## config.mk

```make
export PLATFORM = sky130hd
export DESIGN_NAME = bhci_top
export DESIGN_NICKNAME = d
export VERILOG_FILES = /design/src/hw/bhci_pkg.sv /design/src/hw/bhci_top.sv
export VERILOG_INCLUDE_DIRS = /design/src /design/src/hw
export SDC_FILE = /design/constraint.sdc
export NUM_CORES = 1
export LEC_CHECK = 0
export BUFFER_PORTS_ARGS = -buffer_cell sky130_fd_sc_hd__buf_2
export CORE_ASPECT_RATIO = 1.5
export CORE_MARGIN = 4
export CORE_UTILIZATION = 26
export CTS_BUF_LIST = sky130_fd_sc_hd__clkbuf_8
export CTS_CLUSTER_DIAMETER = 100
export DETAILED_ROUTE_END_ITERATION = 7
export HOLD_SLACK_MARGIN = 0.02
export SLEW_MARGIN = 0
export SYNTH_ARGS = -nofsm -noshare
export SYNTH_HDL_FRONTEND = slang
export SYNTH_SLANG_ARGS = --single-unit
```

## constraint.sdc

```tcl
create_clock -name ref_clk -period 3.75 [get_ports ref_clk]
set_input_delay 0.5625 -clock ref_clk [delete_from_list [all_inputs] [get_ports ref_clk]]
set_output_delay 0.5625 -clock ref_clk [all_outputs]
set_load 0.02 [all_outputs]
```

## src/hw/bhci_regs.svh

```systemverilog
// Register offsets, field positions, reset values and timing counts
// Assumes inclusion by bare name from the top module
`ifndef BHCI_REGS_SVH
`define BHCI_REGS_SVH
`define BHCI_ADDR_THRESH   4'h0
`define BHCI_ADDR_STATUS   4'h1
`define BHCI_ADDR_ENABLE   4'h2
`define BHCI_ADDR_CLEAR    4'h3
`define BHCI_ADDR_COUNT    4'h4
`define BHCI_HI_FIELD_LSB  6
`define BHCI_FIELD_W       6
`define BHCI_THRESH_RST    12'h000
`define BHCI_ENABLE_RST    5'h00
`define BHCI_OP_RREG       3'h0
`define BHCI_OP_WREG       3'h1
`define BHCI_OP_RFIFO      3'h3
`define BHCI_OP_WFIFO      3'h5
`define BHCI_FULL_BURST    6'h20
`define BHCI_CLK_HZ        200000000
`define BHCI_BAUD_LO_BPS   9600
`define BHCI_BAUD_HI_BPS   115200
`define BHCI_BAUD_MIN_BPS  2400
`define BHCI_BAUD_MAX_BPS  256000
`endif

```

## src/hw/bhci_pkg.sv

```systemverilog
// Types shared by the host control interface design
// Assumes the register header is on the include path
package bhci_pkg;
  typedef logic [7:0] bhci_byte_t;            // One transferred byte
  // Receive FIFO condition flags, bit order as in status register
  typedef struct packed {
    logic not_empty;                          // Bit 4
    logic overflow;                           // Bit 3
    logic over_thr;                           // Bit 2
    logic empty;                              // Bit 1
    logic under_thr;                          // Bit 0
  } bhci_irq_t;
  // SPI byte-level command state
  typedef enum logic [2:0] {
    BHCI_SP_CMD   = 3'b000,
    BHCI_SP_RREG  = 3'b001,
    BHCI_SP_WREG  = 3'b010,
    BHCI_SP_RFIFO = 3'b011,
    BHCI_SP_WFIFO = 3'b100,
    BHCI_SP_SKIP  = 3'b101
  } bhci_spi_state_t;
endpackage : bhci_pkg

```

## src/hw/bhci_top.sv

```systemverilog
// Host control interface: strap-selected SPI slave or UART transport, with FIFOs
// Assumes all pins are asynchronous to ref_clk; core side runs on ref_clk
`timescale 1ns/100ps
`include "bhci_regs.svh"

module bhci_fifo #(
  parameter int WIDTH = 8,                    // Word width
  parameter int DEPTH = 32                    // Word count
) (
  input  wire logic             ref_clk,      // Clock
  input  wire logic             sys_rst,      // Synchronous reset
  input  wire logic             clk_en,       // Freeze when low
  input  wire logic [WIDTH-1:0] in_data,      // Write word
  input  wire logic             in_valid,     // Write request
  output logic                  in_ready,     // Room available
  output logic      [WIDTH-1:0] out_data,     // Head word
  output logic                  out_valid,    // Head valid
  input  wire logic             out_ready,    // Pop request
  output logic [$clog2(DEPTH):0] level        // Fill level
);
  localparam int AW = $clog2(DEPTH);
  logic [WIDTH-1:0] mem [DEPTH];              // Storage
  logic [AW-1:0]    wr_idx;                   // Write index
  logic [AW-1:0]    rd_idx;                   // Read index
  logic             push;                     // Accepted write
  logic             pop;                      // Accepted read
  assign in_ready  = (level != (AW+1)'(DEPTH));
  assign out_valid = (level != '0);
  assign out_data  = mem[rd_idx];
  assign push      = in_valid & in_ready;
  assign pop       = out_ready & out_valid;
  // Storage write
  always_ff @(posedge ref_clk)
  begin
    if (clk_en && push)
      mem[wr_idx] <= in_data;
  end
  // Pointers and level
  always_ff @(posedge ref_clk)
  begin
    if (sys_rst)
    begin
      wr_idx <= '0;
      rd_idx <= '0;
      level  <= '0;
    end
    else if (clk_en)
    begin
      if (push)
        wr_idx <= (wr_idx == AW'(DEPTH-1)) ? '0 : wr_idx + 1'b1;
      if (pop)
        rd_idx <= (rd_idx == AW'(DEPTH-1)) ? '0 : rd_idx + 1'b1;
      if (push && !pop)
        level <= level + 1'b1;
      else if (pop && !push)
        level <= level - 1'b1;
    end
  end
endmodule : bhci_fifo

module bhci_top import bhci_pkg::*; #(
  parameter int SPI_DEPTH   = 32,                              // SPI FIFO depth
  parameter int UART_DEPTH  = 16,                              // UART FIFO depth
  parameter int BAUD_DIV_LO = `BHCI_CLK_HZ / `BHCI_BAUD_LO_BPS, // 9600 divisor
  parameter int BAUD_DIV_HI = `BHCI_CLK_HZ / `BHCI_BAUD_HI_BPS  // 115200 divisor
) (
  input  wire logic       ref_clk,                // 200 MHz clock
  input  wire logic       sys_rst,                // Reset, active high
  input  wire logic       clk_en,                 // Freeze when low
  input  wire logic       transport_select_strap, // High selects SPI
  input  wire logic       two_wire_clock_strap,   // UART baud strap
  input  wire logic       wake_request_input,     // Low requests sleep
  input  wire logic       power_off_input,        // Low powers down
  input  wire logic       cs_cts_in,              // SPI select or UART clear
  input  wire logic       clk_rts_in,             // SPI clock pin input
  output logic            clk_rts_out,            // UART request output
  output logic            clk_rts_oe,             // Drive enable, UART only
  input  wire logic       mosi_rxd_in,            // SPI data in or UART rx
  output logic            miso_txd_out,           // SPI data out or UART tx
  output logic            spi_irq_out,            // SPI interrupt request
  output logic            data_ready_irq_out,     // Low when data ready
  output logic            state_out,              // High awake, low asleep
  input  wire logic [16:0] baud_div_in,           // Core baud divisor
  input  wire logic       baud_div_load,          // Load divisor pulse
  output bhci_byte_t      host_rx_data,           // Byte from host
  output logic            host_rx_valid,          // Byte available
  input  wire logic       host_rx_ready,          // Core takes byte
  input  wire bhci_byte_t host_tx_data,           // Byte to host
  input  wire logic       host_tx_valid,          // Core offers byte
  output logic            host_tx_ready           // Room for byte
);
  logic [1:0] sync_cs, sync_sck, sync_din, sync_strap, sync_baud, sync_wake, sync_pdn;
  logic       cs_q, sck_q;                         // Previous synced levels
  logic       strap_done;                          // Straps captured
  logic       spi_mode;                            // SPI transport chosen
  logic       powered_down;                        // Power-down latch
  logic       run;                                 // Clock gate for logic
  logic       sck_rise, sck_fall, cs_fall;         // Link events
  logic       cs_low;                              // Frame active
  logic [11:0] thresh;                             // Threshold register
  logic [4:0]  irq_en;                             // Enable register
  bhci_irq_t   irq_flag;                           // Status register
  bhci_irq_t   irq_cond;                           // Live conditions
  logic [4:0]  clr_pulse;                          // Clear strobe
  logic [5:0]  rx_lvl, tx_lvl;                     // SPI FIFO levels
  logic        rx_overflow;                        // Write to full RX
  assign run      = clk_en & ~powered_down;
  assign sck_rise = sync_sck[1] & ~sck_q;
  assign sck_fall = ~sync_sck[1] & sck_q;
  assign cs_low   = ~sync_cs[1];
  assign cs_fall  = cs_q & ~sync_cs[1];

  // Two-flop synchronisers for every pin input
  always_ff @(posedge ref_clk)
  begin
    if (sys_rst)
    begin
      sync_cs <= 2'h3; sync_sck <= 2'h0; sync_din <= 2'h3; sync_strap <= 2'h0;
      sync_baud <= 2'h0; sync_wake <= 2'h3; sync_pdn <= 2'h3; cs_q <= 1'b1; sck_q <= 1'b0;
    end
    else if (clk_en)
    begin
      sync_cs    <= {sync_cs[0], cs_cts_in};
      sync_sck   <= {sync_sck[0], clk_rts_in};
      sync_din   <= {sync_din[0], mosi_rxd_in};
      sync_strap <= {sync_strap[0], transport_select_strap};
      sync_baud  <= {sync_baud[0], two_wire_clock_strap};
      sync_wake  <= {sync_wake[0], wake_request_input};
      sync_pdn   <= {sync_pdn[0], power_off_input};
      cs_q       <= sync_cs[1];
      sck_q      <= sync_sck[1];
    end
  end

  // Strap capture once synchronisers have filled after reset
  logic [1:0] strap_wait;                           // Sync fill counter
  always_ff @(posedge ref_clk)
  begin
    if (sys_rst)
    begin
      strap_wait <= 2'h0;
      strap_done <= 1'b0;
      spi_mode   <= 1'b1;
    end
    else if (clk_en && !strap_done)
    begin
      strap_wait <= strap_wait + 2'h1;
      if (strap_wait == 2'h2)
      begin
        strap_done <= 1'b1;
        spi_mode   <= sync_strap[1];
      end
    end
  end

  // Power-down latch, left only by reset
  always_ff @(posedge ref_clk)
  begin
    if (sys_rst)
      powered_down <= 1'b0;
    else if (clk_en && strap_done && !sync_pdn[1])
      powered_down <= 1'b1;
  end

  // Sleep state: wake pin level, or chip-select activity while asleep
  always_ff @(posedge ref_clk)
  begin
    if (sys_rst)
      state_out <= 1'b1;
    else if (run)
      state_out <= sync_wake[1] | (spi_mode & (cs_fall | cs_low));
  end

  // FIFO instances: SPI pair and UART pair
  bhci_byte_t s_rx_in, u_rx_in, s_rx_out, u_rx_out, s_tx_out, u_tx_out, spi_tx_byte;
  logic s_rx_push, u_rx_push, s_rx_rdy, u_rx_rdy, s_rx_v, u_rx_v, s_tx_v, u_tx_v;
  logic s_tx_pop, u_tx_pop, s_tx_rdy, u_tx_rdy;
  logic [$clog2(SPI_DEPTH):0]  s_rx_lvl, s_tx_lvl;
  logic [$clog2(UART_DEPTH):0] u_rx_lvl, u_tx_lvl;
  bhci_fifo #(.WIDTH(8), .DEPTH(SPI_DEPTH)) u_spi_rx (
    .ref_clk(ref_clk), .sys_rst(sys_rst), .clk_en(run), .in_data(s_rx_in),
    .in_valid(s_rx_push), .in_ready(s_rx_rdy), .out_data(s_rx_out), .out_valid(s_rx_v),
    .out_ready(spi_mode & host_rx_ready), .level(s_rx_lvl));
  bhci_fifo #(.WIDTH(8), .DEPTH(SPI_DEPTH)) u_spi_tx (
    .ref_clk(ref_clk), .sys_rst(sys_rst), .clk_en(run), .in_data(host_tx_data),
    .in_valid(spi_mode & host_tx_valid), .in_ready(s_tx_rdy), .out_data(s_tx_out),
    .out_valid(s_tx_v), .out_ready(s_tx_pop), .level(s_tx_lvl));
  bhci_fifo #(.WIDTH(8), .DEPTH(UART_DEPTH)) u_uart_rx (
    .ref_clk(ref_clk), .sys_rst(sys_rst), .clk_en(run), .in_data(u_rx_in),
    .in_valid(u_rx_push), .in_ready(u_rx_rdy), .out_data(u_rx_out), .out_valid(u_rx_v),
    .out_ready(~spi_mode & host_rx_ready), .level(u_rx_lvl));
  bhci_fifo #(.WIDTH(8), .DEPTH(UART_DEPTH)) u_uart_tx (
    .ref_clk(ref_clk), .sys_rst(sys_rst), .clk_en(run), .in_data(host_tx_data),
    .in_valid(~spi_mode & host_tx_valid), .in_ready(u_tx_rdy), .out_data(u_tx_out),
    .out_valid(u_tx_v), .out_ready(u_tx_pop), .level(u_tx_lvl));
  // Core side follows the chosen transport
  assign host_rx_data  = spi_mode ? s_rx_out : u_rx_out;
  assign host_rx_valid = spi_mode ? s_rx_v : u_rx_v;
  assign host_tx_ready = run & (spi_mode ? s_tx_rdy : u_tx_rdy);
  assign rx_lvl = 6'(s_rx_lvl);
  assign tx_lvl = 6'(s_tx_lvl);

  // Register read decode, used for both bytes of a read
  function automatic logic [11:0] reg_read(input logic [3:0] addr);
    unique case (addr)
      `BHCI_ADDR_THRESH: reg_read = thresh;
      `BHCI_ADDR_STATUS: reg_read = {7'h00, irq_flag};
      `BHCI_ADDR_ENABLE: reg_read = {7'h00, irq_en};
      `BHCI_ADDR_COUNT:  reg_read = {rx_lvl, tx_lvl};
      default:           reg_read = 12'h000;                      // Clear and unmapped
    endcase
  endfunction : reg_read

  // SPI slave: shift on synced edges, mode 0, MSB first
  bhci_spi_state_t sp_state;                        // Command state
  logic [2:0]  bit_cnt;                             // Bit within byte
  bhci_byte_t  rx_shift, tx_shift;                  // Shift registers
  logic [3:0]  reg_addr;                            // Addressed register
  logic        byte_hi;                             // Second byte of field
  logic [7:0]  wr_lo;                               // Held low write byte
  logic [5:0]  remain;                              // FIFO bytes left
  bhci_byte_t  got;                                 // Completed byte
  logic        byte_done;                           // Byte completes now
  logic [11:0] cmd_rd;                              // Register named by command byte
  logic [11:0] hold_rd;                             // Register held for second byte
  assign cmd_rd  = reg_read(got[4:1]);
  assign hold_rd = reg_read(reg_addr);
  assign got       = {rx_shift[6:0], sync_din[1]};
  assign byte_done = spi_mode & cs_low & sck_rise & (bit_cnt == 3'h7);
  assign s_rx_in   = got;
  assign s_rx_push = byte_done & (sp_state == BHCI_SP_WFIFO);
  assign s_tx_pop  = byte_done & s_tx_v &
                     ((sp_state == BHCI_SP_RFIFO && remain > 6'h1) ||
                      (sp_state == BHCI_SP_CMD && got[7:5] == `BHCI_OP_RFIFO));
  assign spi_tx_byte = s_tx_v ? s_tx_out : 8'h00;   // Empty FIFO sends zeros
  always_ff @(posedge ref_clk)
  begin
    if (sys_rst)
    begin
      sp_state <= BHCI_SP_CMD; bit_cnt <= 3'h0; rx_shift <= 8'h00; tx_shift <= 8'h00;
      reg_addr <= 4'h0; byte_hi <= 1'b0; wr_lo <= 8'h00; remain <= 6'h00;
    end
    else if (run && spi_mode)
    begin
      if (!cs_low)
      begin
        sp_state <= BHCI_SP_CMD;                    // Frame end resets
        bit_cnt  <= 3'h0;
        tx_shift <= 8'h00;
      end
      else if (sck_rise)
      begin
        rx_shift <= got;                            // Sample on rising edge
        bit_cnt  <= bit_cnt + 3'h1;
        if (bit_cnt == 3'h7)
        begin
          tx_shift <= 8'h00;
          unique case (sp_state)
            BHCI_SP_CMD:
            begin
              byte_hi <= 1'b0;
              remain  <= (got[4:0] == 5'h00) ? `BHCI_FULL_BURST : {1'b0, got[4:0]};
              reg_addr <= got[4:1];
              if (got[7:5] == `BHCI_OP_RREG && got[0])
              begin
                sp_state <= BHCI_SP_RREG;
                tx_shift <= cmd_rd[7:0];                            // Low byte first
              end
              else if (got[7:5] == `BHCI_OP_WREG && got[0])
                sp_state <= BHCI_SP_WREG;
              else if (got[7:5] == `BHCI_OP_RFIFO)
              begin
                sp_state <= BHCI_SP_RFIFO;
                tx_shift <= spi_tx_byte;
              end
              else if (got[7:5] == `BHCI_OP_WFIFO)
                sp_state <= BHCI_SP_WFIFO;
              else
                sp_state <= BHCI_SP_SKIP;           // Unknown command ignored
            end
            BHCI_SP_RREG:
            begin
              byte_hi <= 1'b1;
              if (!byte_hi)
                tx_shift <= {4'h0, hold_rd[11:8]};
              else
                sp_state <= BHCI_SP_SKIP;
            end
            BHCI_SP_WREG:
            begin
              byte_hi <= 1'b1;
              wr_lo   <= got;
              if (byte_hi)
                sp_state <= BHCI_SP_SKIP;
            end
            BHCI_SP_RFIFO, BHCI_SP_WFIFO:
            begin
              remain <= remain - 6'h1;
              if (sp_state == BHCI_SP_RFIFO && remain > 6'h1)
                tx_shift <= spi_tx_byte;
              if (remain == 6'h1)
                sp_state <= BHCI_SP_SKIP;
            end
            BHCI_SP_SKIP: sp_state <= BHCI_SP_SKIP;
          endcase
        end
      end
      else if (sck_fall && bit_cnt != 3'h0)
        tx_shift <= {tx_shift[6:0], 1'b0};          // Shift out on falling edge
    end
  end

  // Register writes and clear strobe, on the completed high byte
  logic wr_commit;                                  // Second write byte done
  assign wr_commit = byte_done & (sp_state == BHCI_SP_WREG) & byte_hi;
  assign clr_pulse = (wr_commit && reg_addr == `BHCI_ADDR_CLEAR) ? wr_lo[4:0] : 5'h00;
  always_ff @(posedge ref_clk)
  begin
    if (sys_rst)
    begin
      thresh <= `BHCI_THRESH_RST;
      irq_en <= `BHCI_ENABLE_RST;
    end
    else if (run && wr_commit)
    begin
      if (reg_addr == `BHCI_ADDR_THRESH)
        thresh <= {got[3:0], wr_lo};
      if (reg_addr == `BHCI_ADDR_ENABLE)
        irq_en <= wr_lo[4:0];
    end
  end

  // Receive FIFO conditions and sticky status; a set beats a clear
  assign rx_overflow = s_rx_push & ~s_rx_rdy;
  assign irq_cond = '{not_empty: (rx_lvl != 6'h00), overflow: rx_overflow,
                      over_thr: (rx_lvl > thresh[5:0]), empty: (rx_lvl == 6'h00),
                      under_thr: (rx_lvl < thresh[5:0])};
  always_ff @(posedge ref_clk)
  begin
    if (sys_rst)
      irq_flag <= '0;
    else if (run)
      irq_flag <= irq_cond | (irq_flag & ~clr_pulse);
  end

  // UART: baud divisor from strap, replaceable by the core
  logic [16:0] baud_div;                            // Bit period in clocks
  always_ff @(posedge ref_clk)
  begin
    if (sys_rst)
      baud_div <= 17'(BAUD_DIV_LO);
    else if (clk_en && strap_done && !spi_mode && baud_div_load)
      baud_div <= baud_div_in;
    else if (clk_en && !strap_done)
      baud_div <= sync_baud[1] ? 17'(BAUD_DIV_HI) : 17'(BAUD_DIV_LO);
  end

  // UART receiver, 8 data bits, mid-bit sampling
  logic [16:0] rx_tick;                             // Bit timer
  logic [3:0]  rx_bit;                              // 0 idle, 1 start, 2..9 data
  bhci_byte_t  rx_sh;                               // Data shift
  assign u_rx_in   = rx_sh;
  assign u_rx_push = ~spi_mode & (rx_bit == 4'ha) & (rx_tick == 17'h0) & sync_din[1];
  always_ff @(posedge ref_clk)
  begin
    if (sys_rst)
    begin
      rx_tick <= 17'h0; rx_bit <= 4'h0; rx_sh <= 8'h00;
    end
    else if (run && !spi_mode)
    begin
      if (rx_bit == 4'h0)
      begin
        if (!sync_din[1])
        begin
          rx_bit  <= 4'h1;
          rx_tick <= {1'b0, baud_div[16:1]};        // Half bit to mid start
        end
      end
      else if (rx_tick != 17'h0)
        rx_tick <= rx_tick - 17'h1;
      else
      begin
        rx_tick <= baud_div - 17'h1;
        if (rx_bit == 4'h1 && sync_din[1])
          rx_bit <= 4'h0;                           // False start
        else if (rx_bit == 4'ha)
          rx_bit <= 4'h0;                           // Stop bit, byte pushed if high
        else
        begin
          rx_bit <= rx_bit + 4'h1;
          if (rx_bit != 4'h1)
            rx_sh <= {sync_din[1], rx_sh[7:1]};     // LSB first on the line
        end
      end
    end
  end

  // UART transmitter, waits for clear-to-send (low) between characters
  logic [16:0] tx_tick;                             // Bit timer
  logic [3:0]  tx_bit;                              // Bits left
  logic [9:0]  tx_sh;                               // Stop, data, start
  assign u_tx_pop = ~spi_mode & run & (tx_bit == 4'h0) & u_tx_v & ~sync_cs[1];
  always_ff @(posedge ref_clk)
  begin
    if (sys_rst)
    begin
      tx_tick <= 17'h0; tx_bit <= 4'h0; tx_sh <= 10'h3ff;
    end
    else if (run && !spi_mode)
    begin
      if (u_tx_pop)
      begin
        tx_sh   <= {1'b1, u_tx_out, 1'b0};          // Raw byte, no command
        tx_bit  <= 4'ha;
        tx_tick <= baud_div - 17'h1;
      end
      else if (tx_bit != 4'h0)
      begin
        if (tx_tick != 17'h0)
          tx_tick <= tx_tick - 17'h1;
        else
        begin
          tx_tick <= baud_div - 17'h1;
          tx_bit  <= tx_bit - 4'h1;
          tx_sh   <= {1'b1, tx_sh[9:1]};
        end
      end
    end
  end

  // Registered pin outputs, muxed by transport
  always_ff @(posedge ref_clk)
  begin
    if (sys_rst)
    begin
      miso_txd_out <= 1'b1; clk_rts_out <= 1'b1; clk_rts_oe <= 1'b0;
      spi_irq_out <= 1'b0; data_ready_irq_out <= 1'b1;
    end
    else if (run)
    begin
      miso_txd_out <= spi_mode ? tx_shift[7] : tx_sh[0];
      clk_rts_out  <= ~(u_rx_rdy & (u_rx_lvl < 5'(UART_DEPTH - 1)));    // Low: send
      clk_rts_oe   <= strap_done & ~spi_mode;
      spi_irq_out  <= spi_mode & (|(irq_flag & irq_en));
      data_ready_irq_out <= ~(spi_mode ? s_tx_v : u_tx_v);
    end
  end
endmodule : bhci_top

```

==> impl_results.md, run 1 <==
* VDD IR max at 325.8 µV
* Starting Density at 26.24%
* CP startpoint kind: flop
* Max Cap Viol at 0
* # IOs at 54
* Endpoint of the worst-slack reg-to-reg timing path: u_spi_rx.level[5]$_SDFFE_PP0P_
* Worst Reg-to-Reg Cells at 11
* Post-synthesis cell count at 2,914
* Syn Nets at 3,015
* Min-delay src: sys_rst
* Max-slew violations at 0
* CTS tree: done
* Num CTS Buffers at 157
* Routed len/inst at approximately 19 µm
* Top-area cell type share of the netlist area at between 50% and 60%
* Synth top area cells: edfxtp_1 (55%), dfxtp_1 (11%), mux4_2 (9.8%)
* Nets at between 3,000 and 4,000
* Number of remaining DRC errors at 0
* Reg2Reg Setup Slack at around 0.41 ns
* FF-to-FF Start: bit_cnt[0]$_SDFFE_PP0P_
* Starting DRT DRC Count at between 1,500 and 2,000
* Cell variety after synth at 89
* Drt total wl at ~100 mm
* # setup viols final at 0
* Hold Slack at 0.1552 ns
* First-pass GRT wire length at between 150 and 200 mm
* Final hold vios at 0
* GP Congestion at a little over 0.8
* FF+latch count, synth at about 1,000
* Post-synth top flop: edfxtp_1
* Rel. slew slack at roughly 25%
* Cell taking the most area after synthesis: edfxtp_1
* Outcome: complete, no violations
* P_leak at ~16 nW
* Commonest cells post-synth: edfxtp_1 (768), nor2_1 (282), dfxtp_1 (240), nand2_1 (192), mux4_2 (184)
* Worst min-delay path category: primary input to flop
* CORE AREA at approximately 160,000 µm²
* Area Growth Syn to Fin at 16.22%
* Worst slew pin tran at 1.119 ns
* Syn Area/Cell at about 15 µm²
* Hold Path Stages at 2
* Overall Power at around 21 mW
* Crit-path max FO at 9
* Overflow after GRT at 0
* Register area share after synthesis at approximately 66%
* Worst skew pair latency at around 0.86 ns
* Gr usage total at roughly 12%
* Hpwl dp at slightly below 70 mm
* CTS max path bufs at 3
* Max frequency at 0.2749 GHz
* DIE WIDTH at between 300 and 400 µm
* Fin Clk Skew at about 0.046 ns
* Vias at 25,475
* Fin crit share at about 97%
* Worst Hold Path EP: rx_bit[3]$_SDFFE_PP0P_
* TritonCTS Sinks at around 1,000
* Total die area at 169,200 µm²
* Row Count at between 150 and 200
* Worst Path Required at between 3 and 4 ns
* Port bufs at between 50 and 60
* Initial antenna violation count at 4
* Post-layout util at around 30%
* Die Y at ~500 µm
* Most instantiated library cell after synthesis: edfxtp_1
* CTS H-Tree Depth at 4
* Crit path time final at 3.638 ns
* RSZ-0062 raised after global routing: true
* CP Capture Type: output pin
* Vias in the first global route at 26,150
* 1st-pass router iterations at 5
* Post-Syn Area at around 42,000 µm²
* Root buffer cell: clkbuf_8
* DR vias/cell at approximately 4.8
* Share of cells above drive strength 1 at 20.36%
* Post-route ant nets at 0
* Number of flops mapped to enable cells by yosys at 768
* Worst-path clk slew at 0.06 ns
* CP Class: flop to output pin
* Async SR Flop Fraction at 0%
* Critical Path AT at 3.08 ns
* Largest net degree at the start of global routing at just under 100
* Synth warnings at 0
* PwrDens at between 400 and 500 nW/µm²
[state kept, by name, indices dropped and copies added (netlist names), 6 cells and up, named ones only]
name / cells
rx_tick: 17
u_spi_rx.mem: 256
thresh: 12
tx_tick: 17
u_spi_tx.level: 6
tx_sh: 9
wr_lo: 8
rx_sh: 8
u_uart_tx.mem: 128
u_spi_rx.level: 6
u_spi_tx.mem: 256
baud_div: 17
u_uart_rx.mem: 128
rx_shift: 7
remain: 6
tx_shift: 8
[worst max path at each step]
stage                                        start                        endpoint  slack [ns]
after global placement     bit_cnt[0]$_SDFFE_PP0P_  u_spi_rx.level[5]$_SDFFE_PP0P_        0.39
after global routing                          flop                 host_rx_data[3]       -0.02
after floorplan           rx_shift[5]$_SDFFE_PP0P_  u_spi_tx.level[5]$_SDFFE_PP0P_        0.44
after CTS                                     flop                 host_rx_data[7]       -0.04
after detailed placement   bit_cnt[0]$_SDFFE_PP0P_  u_spi_rx.level[5]$_SDFFE_PP0P_        0.39
final                                         flop                 host_rx_data[4]        0.11
[stage by stage]
step	setup slack [ns]	cells	setup TNS, ns	cell area [µm²]
2_1_floorplan	0.4410	2914	0	42250
3_3_place_gp	0.3873	5038	0	45620
3_5_place_dp	0.3926	5038	0	45620
4_1_cts	-0.04438	5355	-0.2175	48970
5_1_grt	-0.02321	5360	-0.07935	49110
6_report	0.1120	5360	0	49110
[critical path, stage by stage, from the launching register on]
cell and delay [ns]:
dfxtp_4 0.37, buf_12 0.13, buf_12 0.15, mux4_2 0.56, mux4_2 0.50, nor2_2 0.16, a21oi_1 0.11, buf_4 0.22
[layout make-up]
cell class | instances | area, µm²
Antenna cell | 1 | 2.502
Clock buffer | 167 | 2298
Clock inverter | 114 | 659.4
Fill cell | 15828 | 111900
Inverter | 55 | 206.4
Multi-Input combinational cell | 1689 | 13550
Sequential cell | 1008 | 27890
Tap cell | 2093 | 2619
Timing Repair Buffer | 233 | 1879
[kinds of logic after synthesis]
kind of cell,share of synthesized area (%)
compound gates,7.498
mux,12.31
buf+inv,2.138
simple gates,9.280
xor+xnor,0.8913
fa+ha+maj,1.937
flops,65.95
[power by group]
| group | internal, mW | total, mW | switching [mW] |
|---|---|---|---|
| clock | 4.44 | 8.78 | 4.34 |
| sequential | 12.0 | 12.0 | 0.0503 |
| combinational | 0.197 | 0.593 | 0.396 |
| total | 16.6 | 21.4 | 4.79 |
[placed cells by master (no fill, tap or decap), types with 11 or more instances in the layout]
| cell | count |
|---|---|
| xor2_1 | 17 |
| nand2b_1 | 14 |
| ha_1 | 59 |
| mux4_2 | 184 |
| a21oi_1 | 178 |
| nand3_1 | 48 |
| edfxtp_1 | 768 |
| clkbuf_8 | 167 |
| or4_1 | 14 |
| nor4_1 | 22 |
| nand4_1 | 22 |
| xnor2_1 | 26 |
| nand2_1 | 192 |
| buf_4 | 147 |
| a21o_1 | 17 |
| nand3b_1 | 16 |
| dlygate4sd3_1 | 23 |
| and3_1 | 20 |
| mux2i_1 | 101 |
| nor3b_1 | 11 |
| o211ai_1 | 13 |
| dfxtp_1 | 229 |
| or3_1 | 11 |
| nor2_1 | 276 |
| clkinv_1 | 30 |
| a31oi_1 | 12 |
| a22oi_1 | 50 |
| and2_1 | 26 |
| clkinv_2 | 20 |
| a211oi_1 | 47 |
| inv_1 | 103 |
| nor2b_1 | 25 |
| o21ai_0 | 80 |
| buf_2 | 45 |
| nor3_1 | 44 |
[metal layers]
layer / GRT usage (%) / share of wire, % / vias up / wire, µm
met5: 0 / 0.0068 / - / 7
met4: 4.797 / 3.4 / 2 / 3509
met3: 2.078 / 4.4 / 201 / 4549
met2: 21.74 / 52 / 694 / 53750
met1: 14.32 / 40 / 12822 / 41310
li1: - / - / 11756 / -
[repair_timing]
| action | 4_1_cts | 5_1_grt |
|---|---|---|
| hold endpoints to repair | 23 | 0 |
| pin swaps | 0 | 1 |
| hold buffers | 23 | 0 |
| setup endpoints to repair | 8 | 7 |
| gates cloned | 1 | 2 |
| buffers inserted | 12 | 3 |
| resized for setup | 11 | 23 |
Power figures use the tool's default switching activity.
==> run 2: changes to the inputs <==
--- a/config.mk
+++ b/config.mk
@@ -7,7 +7,6 @@
 export NUM_CORES = 1
 export LEC_CHECK = 0
 export BUFFER_PORTS_ARGS = -buffer_cell sky130_fd_sc_hd__buf_2
-export CORE_ASPECT_RATIO = 1.5
 export CORE_MARGIN = 4
 export CORE_UTILIZATION = 26
 export CTS_BUF_LIST = sky130_fd_sc_hd__clkbuf_8
==> run 2 against run 1 <==
  * Sequential power is essentially flat
  * Via count grew 1.1%
  * Maximum frequency grew 0.80%
  * Setup slack gained 0.029 ns
  * Die area is essentially flat
  * Clock power shrank 1%
  * Largest cell class unchanged
==> impl_results.md, run 2 (synthesis gave the netlist of run 1 again) <==
* WP depth at 6
* Setup TNS at 0 ns
* CP peak stage delay at 0.58 ns
* Nets at approximately 3,200
* Reg2Reg Setup Slack at about 0.36 ns
* Most frequent cells in the layout: edfxtp_1 (768), nor2_1 (281), dfxtp_1 (229)
* CTS max path bufs at 3
* Critical Path AT at around 3.1 ns
* CP Capture Type: output pin
* Starting Density at roughly a quarter
* Vias in the first global route at 25,538
* Hpwl dp at 66.65 mm
* Overall Power at 21.31 mW
* GP Congestion at 0.8008
* Crit path max-delay family: multiplexers
* First-pass GRT wire length at between 150 and 200 mm
* CP startpoint kind: flop
* Root buffer cell: clkbuf_8
* Max Cap Viol at 0
* Worst path bufs/invs at 2
* 1st-pass router iterations at 5
* Worst min-delay path category: primary input to flop
* Crit-path slowest cell: mux4_2
* Gr usage total at 11.94%
* Worst Path Required at 3.19 ns
* Max frequency at between 0.2 and 0.3 GHz
* # IOs at 54
* TritonCTS Sinks at 1,008
* Worst skew pair latency at approximately 0.85 ns
* P_leak at 15.92 nW
* FF-to-FF Start: u_spi_tx.level[0]$_SDFFE_PP0P_
* # setup viols final at 0
* CP Class: flop to output pin
* Cell repeated most along the worst path: mux4_2
* Final hold vios at 0
* Endpoint of the worst-slack reg-to-reg timing path: u_spi_tx.level[5]$_SDFFE_PP0P_
* Port bufs at 53
* Cell area after layout at 48,790 µm²
* Outcome: complete, no violations
* Total die area at ~170,000 µm²
* Starting DRT DRC Count at ~2,400
* Worst slew pin tran at approximately 1.1 ns
* Routed len/inst at 19.18 µm
* Placed cell area at between 40,000 and 50,000 µm²
* DIE WIDTH at about 410 µm
* Worst-path clk slew at about 0.070 ns
* Rel. slew slack at around a quarter
* Row Count at about 150
* Die Y at between 400 and 500 µm
* Largest net degree at the start of global routing at about 120
* Most common cell after layout, fill and taps aside: edfxtp_1
* Fin Clk Skew at approximately 0.039 ns
* Share of cells above drive strength 1 at between 15 and 20%
* Drt total wl at 103.5 mm
* Crit-path max FO at 32
* DR vias/cell at about 4.8
* Initial antenna violation count at 3
* RSZ-0062 raised after global routing: false
* Crit path capture: host_rx_data[7]
* VDD IR max at 339.4 µV
* Area Growth Syn to Fin at 15.48%
* CTS tree: done
* Cell Chain, Critical Path: buf_12, mux4_2, mux4_2, nor2_2, a21oi_1, buf_2
* Post-route ant nets at 0
* Max-slew violations at 0
* PwrDens at 436.7 nW/µm²
* Number of remaining DRC errors at 0
* Num CTS Buffers at ~150
* Crit path time final at approximately 3.6 ns
* Vias at 25,761
* Worst Reg-to-Reg Cells at 11
* Largest regs: u_spi_rx.mem x256, u_spi_tx.mem x256
* Overflow after GRT at 0
* CORE AREA at around 160,000 µm²
* CTS H-Tree Depth at 4
* Fin crit share at a little over nine tenths
run 2: cell types whose count changed in the layout (fill, tap and decap cells not counted), sizes merged:
cell and delta:
buf -22, clkbuf -5, clkinv -5, inv +3, clkinvlp +2, dlygate4sd3 -2, bufinv -1
run 2: worst reg2reg max path: cells and delay by family, from the launching register on:
family,cells,cell delay (ns)
AOI/OAI and AO/OA,3,0.47
buffers and inverters,1,0.14
DFF,1,0.37
muxes,1,0.35
adders and majority gates,2,0.60
and+or+nand+nor,4,1.37
run 2: how the worst min path moves through the flow:
stage                                 start                  endpoint  slack, ns  cells after the start
floorplan            thresh[7]$_SDFFE_PP0P_    thresh[7]$_SDFFE_PP0P_       0.43                      2
global placement    thresh[10]$_SDFFE_PP0P_   thresh[10]$_SDFFE_PP0P_       0.44                      2
detailed placement   thresh[3]$_SDFFE_PP0P_    thresh[3]$_SDFFE_PP0P_       0.45                      2
CTS                          baud_div_in[9]  baud_div[9]$_SDFFE_PP0P_       0.07                      3
global route                 baud_div_in[9]  baud_div[9]$_SDFFE_PP0P_       0.09                      3
finish                       baud_div_in[9]  baud_div[9]$_SDFFE_PP0P_       0.13                      3
run 2: final cells by class:
cell class	count	area (µm²)
diodes	1	2.502
clock buffers	163	2243
clock inverters	113	648.1
fillers	16140	112300
inverters	55	206.4
multi-input cells	1689	13510
flip-flops and latches	1008	27890
well taps	2160	2703
repair buffers	208	1600
run 2: per-stage QoR:
step | utilization, % | worst slack [ns] | instances | hold slack [ns]
after global routing | 30.28 | 0.02811 | 5396 | 0.08604
final | 30.28 | 0.1409 | 5397 | 0.1280
after global placement | 28.34 | 0.3473 | 5098 | 0.4405
after floorplan | - | 0.4410 | 2914 | 0.4294
after CTS | 30.28 | 0.04050 | 5396 | 0.07088
after detailed placement | 28.34 | 0.2692 | 5098 | 0.4481
run 2: timing repair:
| action | in CTS | in global routing |
|---|---|---|
| gates resized for setup | 1 | 2 |
| setup endpoints to repair | 7 | 2 |
| endpoints found under the hold margin | 21 | 0 |
| setup buffers | 1 | 0 |
| hold buffers | 21 | 0 |
run 2: layer usage:
layer  wire length, µm  vias to the layer above  share of wire, %  track usage, %
met3              6802                      181               6.6           2.564
met2             47350                      847                46           18.67
met4              2111                        0               2.0           3.462
met5                 0                        -                 0               0
met1             47230                    13046                46           16.68
li1                  -                    11687                 -               -
run 2: power by group:
part	switching (mW)	internal, mW
clock network	4.38	4.28
registers	0.0503	12.0
logic	0.428	0.193
total	4.86	16.4
